===== src/rtl/ddc_cfg.svh =====
// Constants for the dual converter control-command block
`ifndef DDC_CFG_SVH
`define DDC_CFG_SVH

// ==========================================================
// Command codes
`define DDC_CMD_WR_IN       3'h0
`define DDC_CMD_UPDATE      3'h1
`define DDC_CMD_WR_UPD_ALL  3'h2
`define DDC_CMD_WR_UPD      3'h3
`define DDC_CMD_POWER       3'h4
`define DDC_CMD_RESET       3'h5
`define DDC_CMD_LDMASK      3'h6
`define DDC_CMD_REFSET      3'h7

// ==========================================================
// Frame fields
`define DDC_CMD_HI          21
`define DDC_CMD_LO          19
`define DDC_ADR_HI          18
`define DDC_ADR_LO          16
`define DDC_PM_HI           5
`define DDC_PM_LO           4
`define DDC_SEL_B           1
`define DDC_SEL_A           0
`define DDC_ADR_A           3'h0
`define DDC_ADR_B           3'h1
`define DDC_ADR_ALL         3'h7

// ==========================================================
// Link addressing (device address value is arbitrary)
`define DDC_DEV_ADDR        7'h0C
`define DDC_HS_PREFIX       5'h01

// ==========================================================
// Reset values and timing
`define DDC_MASK_RST        2'h0
`define DDC_CLK_PERIOD_NS   5
`define DDC_RST_PULSE_NS    5000
`define DDC_RST_PULSE_CYC   (`DDC_RST_PULSE_NS / `DDC_CLK_PERIOD_NS)
`define DDC_POR_CYC         5'h10

`endif


===== src/rtl/ddc_pkg.sv =====
// Types shared by the dual converter control-command block
package ddc_pkg;

    // Serial link receiver states
    typedef enum logic [1:0] {
        LS_IDLE = 2'b00,
        LS_RECV = 2'b01,
        LS_ACK  = 2'b10,
        LS_SKIP = 2'b11
    } ddc_link_e;

    // Output stage modes
    typedef enum logic [1:0] {
        PM_NORMAL  = 2'b00,
        PM_PD_1K   = 2'b01,
        PM_PD_100K = 2'b10,
        PM_HIZ     = 2'b11
    } ddc_pmode_e;

endpackage


===== src/rtl/ddc_control.sv =====
// Control-command logic of a dual converter behind a two-wire serial link
`timescale 1ns/1ps
`include "ddc_cfg.svh"

module ddc_control (
    input  wire logic              i_ref_clk,
    input  wire logic              i_arst_n,
    input  wire logic              i_scl,
    input  wire logic              i_sda,
    output logic                   o_sda,
    output logic                   o_sda_oe,
    input  wire logic              i_load_strobe_n,
    input  wire logic              i_async_clear_n,
    output logic                   o_async_clear_n,
    output logic                   o_async_clear_oe,
    output logic [15:0]            o_dac_a,
    output logic [15:0]            o_dac_b,
    output ddc_pkg::ddc_pmode_e    o_power_mode_a,
    output ddc_pkg::ddc_pmode_e    o_power_mode_b,
    output logic                   o_ref_enable,
    output logic                   o_clear_mode,
    output logic                   o_hs_mode
);

    // ==========================================================
    // Declarations
    logic [1:0]          scl_s;
    logic [1:0]          sda_s;
    logic [1:0]          ld_s;
    logic [1:0]          clr_s;
    logic                scl_d;
    logic                sda_d;
    logic                ld_d;
    logic                clr_d;
    logic                scl_rise;
    logic                scl_fall;
    logic                start_seen;
    logic                stop_seen;
    logic                ld_fall;
    logic                clr_fall;
    logic                strobe_ok;
    logic [4:0]          por_cnt;
    logic                por_busy;
    logic [9:0]          rst_cnt;
    logic                rst_busy;
    ddc_pkg::ddc_link_e  state;
    logic [2:0]          bit_cnt;
    logic [1:0]          byte_idx;
    logic [7:0]          shreg;
    logic [7:0]          next_byte;
    logic [23:0]         frame;
    logic                ack_want;
    logic                ack_oe;
    logic                hs_mode;
    logic                frame_done;
    logic [2:0]          cmd;
    logic [2:0]          adr;
    logic [15:0]         data;
    logic                sw_rst;
    logic                full_rst;
    logic                is_write;
    logic [1:0]          mask;
    logic [15:0]         in_reg [2];
    logic [15:0]         dac_reg [2];
    ddc_pkg::ddc_pmode_e pmode [2];
    logic                ref_en;
    logic                clear_mode;

    // Channel decode from the address field, used for both channels
    function automatic logic chan_sel(input logic [2:0] a, input logic ch);
        chan_sel = (a == `DDC_ADR_ALL) || (a == (ch ? `DDC_ADR_B : `DDC_ADR_A));
    endfunction

    // ==========================================================
    // Input synchronisers
    // Pins come from outside this clock; second stage feeds all logic
    always_ff @(posedge i_ref_clk or negedge i_arst_n) begin
        if (!i_arst_n) begin
            scl_s <= 2'h3;
            sda_s <= 2'h3;
            ld_s  <= 2'h3;
            clr_s <= 2'h3;
            scl_d <= 1'b1;
            sda_d <= 1'b1;
            ld_d  <= 1'b1;
            clr_d <= 1'b1;
        end else begin
            scl_s <= {scl_s[0], i_scl};
            sda_s <= {sda_s[0], i_sda};
            ld_s  <= {ld_s[0], i_load_strobe_n};
            clr_s <= {clr_s[0], i_async_clear_n};
            scl_d <= scl_s[1];
            sda_d <= sda_s[1];
            ld_d  <= ld_s[1];
            clr_d <= clr_s[1];
        end
    end

    // Edge and bus condition detection
    assign scl_rise   = scl_s[1] & ~scl_d;
    assign scl_fall   = ~scl_s[1] & scl_d;
    assign start_seen = scl_s[1] & scl_d & sda_d & ~sda_s[1];
    assign stop_seen  = scl_s[1] & scl_d & ~sda_d & sda_s[1];
    assign ld_fall    = ld_d & ~ld_s[1];
    // Own reset pulse on the clear line must not re-trigger a clear
    assign clr_fall   = clr_d & ~clr_s[1] & ~por_busy & ~rst_busy;
    // Strobe only honoured outside power-on and with clear released
    assign strobe_ok  = ~por_busy & clr_s[1];

    // ==========================================================
    // Power-on hold and full reset pulse
    // Power-on hold window
    always_ff @(posedge i_ref_clk or negedge i_arst_n) begin
        if (!i_arst_n) begin
            por_cnt <= 5'h00;
        end else if (por_busy) begin
            por_cnt <= por_cnt + 5'h01;
        end
    end
    assign por_busy = (por_cnt != `DDC_POR_CYC);

    // Clear line held low while a full reset completes
    always_ff @(posedge i_ref_clk or negedge i_arst_n) begin
        if (!i_arst_n) begin
            rst_cnt <= 10'h000;
        end else if (full_rst) begin
            rst_cnt <= 10'(`DDC_RST_PULSE_CYC);
        end else if (rst_busy) begin
            rst_cnt <= rst_cnt - 10'h001;
        end
    end
    assign rst_busy         = (rst_cnt != 10'h000);
    assign o_async_clear_n  = 1'b0;
    assign o_async_clear_oe = rst_busy;

    // ==========================================================
    // Serial receiver
    assign next_byte = {shreg[6:0], sda_s[1]};

    // Receiver state, byte assembly and acknowledge
    always_ff @(posedge i_ref_clk or negedge i_arst_n) begin
        if (!i_arst_n) begin
            state      <= ddc_pkg::LS_IDLE;
            bit_cnt    <= 3'h0;
            byte_idx   <= 2'h0;
            shreg      <= 8'h00;
            frame      <= 24'h000000;
            ack_want   <= 1'b0;
            ack_oe     <= 1'b0;
            frame_done <= 1'b0;
        end else begin
            frame_done <= 1'b0;
            if (sw_rst) begin
                frame <= 24'h000000;
            end
            if (clr_fall && state != ddc_pkg::LS_IDLE) begin
                state  <= ddc_pkg::LS_SKIP;
                ack_oe <= 1'b0;
            end else if (start_seen) begin
                // A start during power-on or full reset is dropped
                state    <= (rst_busy || por_busy) ? ddc_pkg::LS_SKIP
                                                   : ddc_pkg::LS_RECV;
                bit_cnt  <= 3'h0;
                byte_idx <= 2'h0;
                ack_oe   <= 1'b0;
            end else if (stop_seen) begin
                state  <= ddc_pkg::LS_IDLE;
                ack_oe <= 1'b0;
            end else begin
                unique case (state)
                    ddc_pkg::LS_IDLE, ddc_pkg::LS_SKIP: begin
                        ack_oe <= 1'b0;
                    end
                    ddc_pkg::LS_RECV: begin
                        if (scl_rise) begin
                            shreg   <= next_byte;
                            bit_cnt <= bit_cnt + 3'h1;
                            if (bit_cnt == 3'h7) begin
                                state <= ddc_pkg::LS_ACK;
                                if (byte_idx == 2'h0) begin
                                    // Only a write to our address is taken
                                    ack_want <= (next_byte == {`DDC_DEV_ADDR, 1'b0});
                                end else begin
                                    ack_want <= 1'b1;
                                    frame    <= {frame[15:0], next_byte};
                                end
                            end
                        end
                    end
                    ddc_pkg::LS_ACK: begin
                        if (scl_fall) begin
                            if (!ack_oe) begin
                                ack_oe <= ack_want;
                                if (!ack_want) begin
                                    state <= ddc_pkg::LS_SKIP;
                                end
                            end else begin
                                // Ninth clock fall
                                ack_oe <= 1'b0;
                                state  <= ddc_pkg::LS_RECV;
                                if (byte_idx == 2'h3) begin
                                    frame_done <= 1'b1;
                                    byte_idx   <= 2'h1;
                                end else begin
                                    byte_idx <= byte_idx + 2'h1;
                                end
                            end
                        end
                    end
                endcase
            end
        end
    end
    assign o_sda    = 1'b0;
    assign o_sda_oe = ack_oe;

    // High speed mode follows the master code, left on stop or clear
    always_ff @(posedge i_ref_clk or negedge i_arst_n) begin
        if (!i_arst_n) begin
            hs_mode <= 1'b0;
        end else if (clr_fall || stop_seen || full_rst) begin
            hs_mode <= 1'b0;
        end else if (state == ddc_pkg::LS_RECV && scl_rise && bit_cnt == 3'h7
                     && byte_idx == 2'h0
                     && next_byte[7:3] == `DDC_HS_PREFIX) begin
            hs_mode <= 1'b1;
        end
    end
    assign o_hs_mode = hs_mode;

    // ==========================================================
    // Command decode
    assign cmd      = frame[`DDC_CMD_HI:`DDC_CMD_LO];
    assign adr      = frame[`DDC_ADR_HI:`DDC_ADR_LO];
    assign data     = frame[15:0];
    assign sw_rst   = frame_done && cmd == `DDC_CMD_RESET;
    assign full_rst = sw_rst && frame[0];
    assign is_write = frame_done && (cmd == `DDC_CMD_WR_IN
                      || cmd == `DDC_CMD_WR_UPD_ALL || cmd == `DDC_CMD_WR_UPD);

    // ==========================================================
    // Input and DAC registers, one pair per channel
    always_ff @(posedge i_ref_clk or negedge i_arst_n) begin
        if (!i_arst_n) begin
            for (int ch = 0; ch < 2; ch++) begin
                in_reg[ch]  <= 16'h0000;
                dac_reg[ch] <= 16'h0000;
            end
        end else begin
            for (int ch = 0; ch < 2; ch++) begin
                logic        wr;
                logic        upd;
                logic [15:0] nxt;
                wr  = is_write && chan_sel(adr, ch[0]);
                nxt = wr ? data : in_reg[ch];
                upd = (wr && mask[ch])
                      || (frame_done && cmd == `DDC_CMD_WR_UPD_ALL)
                      || (wr && cmd == `DDC_CMD_WR_UPD)
                      || (frame_done && cmd == `DDC_CMD_UPDATE
                          && chan_sel(adr, ch[0]))
                      || (!mask[ch] && strobe_ok
                          && (ld_fall || (!ld_s[1] && wr)));
                if (clr_fall || sw_rst) begin
                    in_reg[ch]  <= 16'h0000;
                    dac_reg[ch] <= 16'h0000;
                end else begin
                    in_reg[ch] <= nxt;
                    if (upd) begin
                        dac_reg[ch] <= nxt;
                    end
                end
            end
        end
    end
    assign o_dac_a = dac_reg[0];
    assign o_dac_b = dac_reg[1];

    // ==========================================================
    // Configuration registers
    // Load mask; full reset returns it to pin control
    always_ff @(posedge i_ref_clk or negedge i_arst_n) begin
        if (!i_arst_n) begin
            mask <= `DDC_MASK_RST;
        end else if (full_rst) begin
            mask <= `DDC_MASK_RST;
        end else if (frame_done && cmd == `DDC_CMD_LDMASK) begin
            mask <= frame[1:0];
        end
    end

    // Power modes; they never touch the DAC registers
    always_ff @(posedge i_ref_clk or negedge i_arst_n) begin
        if (!i_arst_n) begin
            pmode[0] <= ddc_pkg::PM_NORMAL;
            pmode[1] <= ddc_pkg::PM_NORMAL;
        end else if (full_rst) begin
            pmode[0] <= ddc_pkg::PM_NORMAL;
            pmode[1] <= ddc_pkg::PM_NORMAL;
        end else if (frame_done && cmd == `DDC_CMD_POWER) begin
            if (frame[`DDC_SEL_A]) begin
                pmode[0] <= ddc_pkg::ddc_pmode_e'(frame[`DDC_PM_HI:`DDC_PM_LO]);
            end
            if (frame[`DDC_SEL_B]) begin
                pmode[1] <= ddc_pkg::ddc_pmode_e'(frame[`DDC_PM_HI:`DDC_PM_LO]);
            end
        end
    end
    assign o_power_mode_a = pmode[0];
    assign o_power_mode_b = pmode[1];

    // Internal reference enable, off after power-up
    always_ff @(posedge i_ref_clk or negedge i_arst_n) begin
        if (!i_arst_n) begin
            ref_en <= 1'b0;
        end else if (full_rst) begin
            ref_en <= 1'b0;
        end else if (frame_done && cmd == `DDC_CMD_REFSET) begin
            ref_en <= frame[0];
        end
    end
    assign o_ref_enable = ref_en;

    // Cleared state; a new clear edge wins over a completing write
    always_ff @(posedge i_ref_clk or negedge i_arst_n) begin
        if (!i_arst_n) begin
            clear_mode <= 1'b0;
        end else if (clr_fall) begin
            clear_mode <= 1'b1;
        end else if (frame_done) begin
            clear_mode <= 1'b0;
        end
    end
    assign o_clear_mode = clear_mode;

endmodule // ddc_control


===== config.mk =====
export PLATFORM = sky130hd
export DESIGN_NAME = ddc_control
export DESIGN_NICKNAME = d
export VERILOG_FILES = /design/src/rtl/ddc_pkg.sv /design/src/rtl/ddc_control.sv
export VERILOG_INCLUDE_DIRS = /design/src /design/src/rtl
export SDC_FILE = /design/constraint.sdc
export NUM_CORES = 1
export LEC_CHECK = 0
export BUFFER_PORTS_ARGS = -buffer_cell sky130_fd_sc_hd__buf_2
export CELL_PAD_IN_SITES_DETAIL_PLACEMENT = 1
export CELL_PAD_IN_SITES_GLOBAL_PLACEMENT = 2
export CORE_MARGIN = 3
export CORE_UTILIZATION = 44
export CTS_BUF_LIST = sky130_fd_sc_hd__clkbuf_8
export DETAILED_ROUTE_END_ITERATION = 7
export GPL_TIMING_DRIVEN = 0
export PLACE_DENSITY = 0.89
export RECOVER_POWER = 50
export SLEW_MARGIN = 20
export SYNTH_ARGS = -nofsm -noshare
export SYNTH_HDL_FRONTEND = slang
export SYNTH_SLANG_ARGS = --single-unit

===== constraint.sdc =====
create_clock -name i_ref_clk -period 6 [get_ports i_ref_clk]
set_clock_uncertainty 0.2 [all_clocks]
set_input_delay 0.6 -clock i_ref_clk [delete_from_list [all_inputs] [get_ports i_ref_clk]]
set_output_delay 0.6 -clock i_ref_clk [all_outputs]
set_load 0.005 [all_outputs]

==> results.md <==
• max-capacitance violations, max-slew violations — violations in the final reports
• 0 — GRT Residual Overflow
• 6127 um2 — total standard cell area after synthesis
• 15380 um2 — Die Area
• 2.49 ns — arrival time of the worst setup path
• 5.20 ns — data required time at the worst endpoint
• i_sda — hold path startpoint
• 0 — Post-CTS Repair Setup Buffers
• flip-flop — Setup crit start kind
• 270.6 nW/um2 — PD cells
• 0 — antenna violations before repair
• 23830 um — wire length of the first global-routing pass
• 1 — Max-Cap Viols
• 0.04195 ns — Fin Hold WS
• 6619 um2 — placement-stage cell area
• output pin — crit end category
• 10.98 um2 — synthesized area per cell
• 136.5 uV — maximum VDD drop
• 2.708 ns — slack of the critical path
• 46 — PortBufs
• rst_cnt[4]$_DFFE_PN0P_ — worst setup path startpoint
• 0 — DRC
• 124.0 um — DIE WIDTH
• 127 x dfrtp_1, 64 x nand2_1, 62 x nor2_1 — Post-synth top cells
• dfrtp_1 52%, mux2i_1 5.4%, dfstp_2 5.1%, nand2_1 3.9%, nor2_1 3.8% — top area cells in the synthesized netlist
• in2reg — Hold WC Path Type
• 7007 um2 — Finished Cell Area
• 10230 um — detailed-placement wirelength estimate
• 0.5486 — part of the cycle the worst path needs
• 56 — Yosys cell types
• 0.1800 — share of layout cells above drive strength 1
• -0.6604 — Slew headroom
• 0.07 ns — register clock-pin slew on the reported worst setup and hold paths
• rst_cnt[4]$_DFFE_PN0P_ — startpoint of the worst-slack reg-to-reg timing path
• 2.814 ns — Setup WS pre-CTS
• 203 — First DRT Iteration DRCs
• 3.292 ns — min Tclk post-route
• 14690 um — final WL
• reg2out — type of the worst setup path
• 124.0 um — die height
• 558 — synthesized netlist cell count
• false — unrepaired setup endpoints after global routing
• 4583 — number of global-route vias before repair
• dfrtp_1 — dominant synthesized flop cell
• 17 — Inserted Clock Buffers
• 0.001896 W — total power of the final layout
• 4391 — total number of vias
• dfrtp_1 — cell with the most instances after synthesis
• 1 — total of hold buffers inserted after clock tree synthesis
• 139 — CTS Sinks
• 4 — deepest level of the CTS H-tree
• 0.5701 — register area share after synthesis
• 18.03 um — Routed wire per std cell
• 49 — Top Ports
• 0 ns — Setup Total Neg Slack
• 6 — largest fanout of any net on the critical path
• 2 — maximum count of clock buffers along a single path
• 44 — max-slew violation total from the final report
• clkbuf_8 — Root Driver
• 1.000 — asr flop ratio synth
• 13450 um2 — area inside the core boundary
• 2.491 ns — Worst Tran Pin Value
• 3.674 nW — leakage component of the power
• 0 — Fin. Hold Viols
• 0.4555 — effective utilization at floorplan
• 42 — Cell Rows
• 0 — post-route antenna net violation count
• dfrtp_1 — cell taking the most area after synthesis
• 0.2040 — GR Util All Layers
• 644 — number of nets in the final layout
• 0 — antenna cell count
• 0.5187 — Yosys top cell area share
• 303.8 MHz — maximum operating frequency
• 0 — number of resized instances in the post-cts repair step
• 32 — Largest register FFs
• 14.36% — Syn-to-layout area delta
• 4 — number of optimization iterations in the first detailed-route pass
• 0.7956 — routability-driven placement congestion ratio
• complete, but fails checks — run status
• 0 — count of flip-flops with a built-in enable after synthesis
• 0 — Finish-stage setup viols
• 139 — register bit total from synthesis
• 5.388 — Via-to-Cell Ratio
• yes — TritonCTS clock tree
• 0 — YS warnings
• 0.45 ns — Clk Latency, worst-skew pair
• 97 — largest net degree at the start of global routing
[routing by layer]
metal	track usage	vias up	wire, um
met2	0.3211	81	7010
met1	0.2793	2230	6793
met5	0	-	0
li1	-	2064	-
met3	0.04632	16	675
met4	0.07050	0	211
[report_power, final]
part | leakage, nW | internal, W | switching, W
Sequential | 1.87 | 0.000970 | 0.0000236
Clock | 0.216 | 0.000410 | 0.000346
Combinational | 1.59 | 0.0000565 | 0.0000897
Total | 3.67 | 0.00144 | 0.000459
[cell usage in the layout (no fill, tap or decap), types with 3 or more instances in the layout]
master	count
nor3_1	5
nor2_1	62
clkinv_2	3
buf_1	3
bufinv_16	3
nor2b_1	4
o31ai_1	3
dfrtp_1	127
and3_1	19
a211oi_1	17
mux2_4	10
buf_2	47
clkbuf_1	23
or3_1	3
nand4_1	3
nand3_1	10
nand2b_1	7
nand3b_1	4
a21oi_1	12
nor4_1	3
clkbuf_8	18
dfstp_2	9
dfstp_1	3
xnor2_1	8
nand2_1	64
mux2i_1	33
o21ai_0	37
mux2_2	15
inv_1	25
nor4b_1	4
ha_1	12
[stage by stage]
step,utilization,cells
final,0.5208,815
after global routing,0.5208,815
after CTS,0.5218,815
after detailed placement,0.4920,782
after global placement,0.4892,781
after floorplan,-,559
[area by class of cell]
class	count	area [um2]
Sequential cell	139	3493
Fill cell	1505	6446
Tap cell	176	220.2
Inverter	19	71.32
Multi-Input combinational cell	369	2404
Timing Repair Buffer	48	266.5
Clock inverter	14	142.6
Clock buffer	18	247.7
Buffer	32	161.4
[critical path: stages (launching register included)]
cell and delay [ns]:
dfrtp_1 0.42, nor4_1 0.70, and3_1 0.27, clkbuf_1 0.30, inv_1 0.18, buf_2 0.17
[cell families after synthesis]
family,Yosys count,synth area share
flip-flops,139,0.5701
adder cells (fa/ha/maj),12,0.02450
buffers and inverters,51,0.03819
AO/OA/AOI/OAI,87,0.08965
XOR/XNOR,10,0.01430
multiplexers,58,0.1060
other,1,0.0006120
AND/OR/NAND/NOR,200,0.1566
[final timing paths]
path	end	slack (ns)	cells after the start
min	sda_s[0]$_DFF_PN1_	0.04	1
max in group asynchronous	o_dac_a[0]$_DFFE_PN0P_	2.91	2
min reg2reg	ld_s[1]$_DFF_PN1_	0.16	0
max reg2reg	o_dac_b[10]$_DFFE_PN0P_	2.78	6
max	o_async_clear_oe	2.71	5
min in group asynchronous	por_cnt[4]$_DFFE_PN0P_	1.25	2
Power figures use the tool's default switching activity.
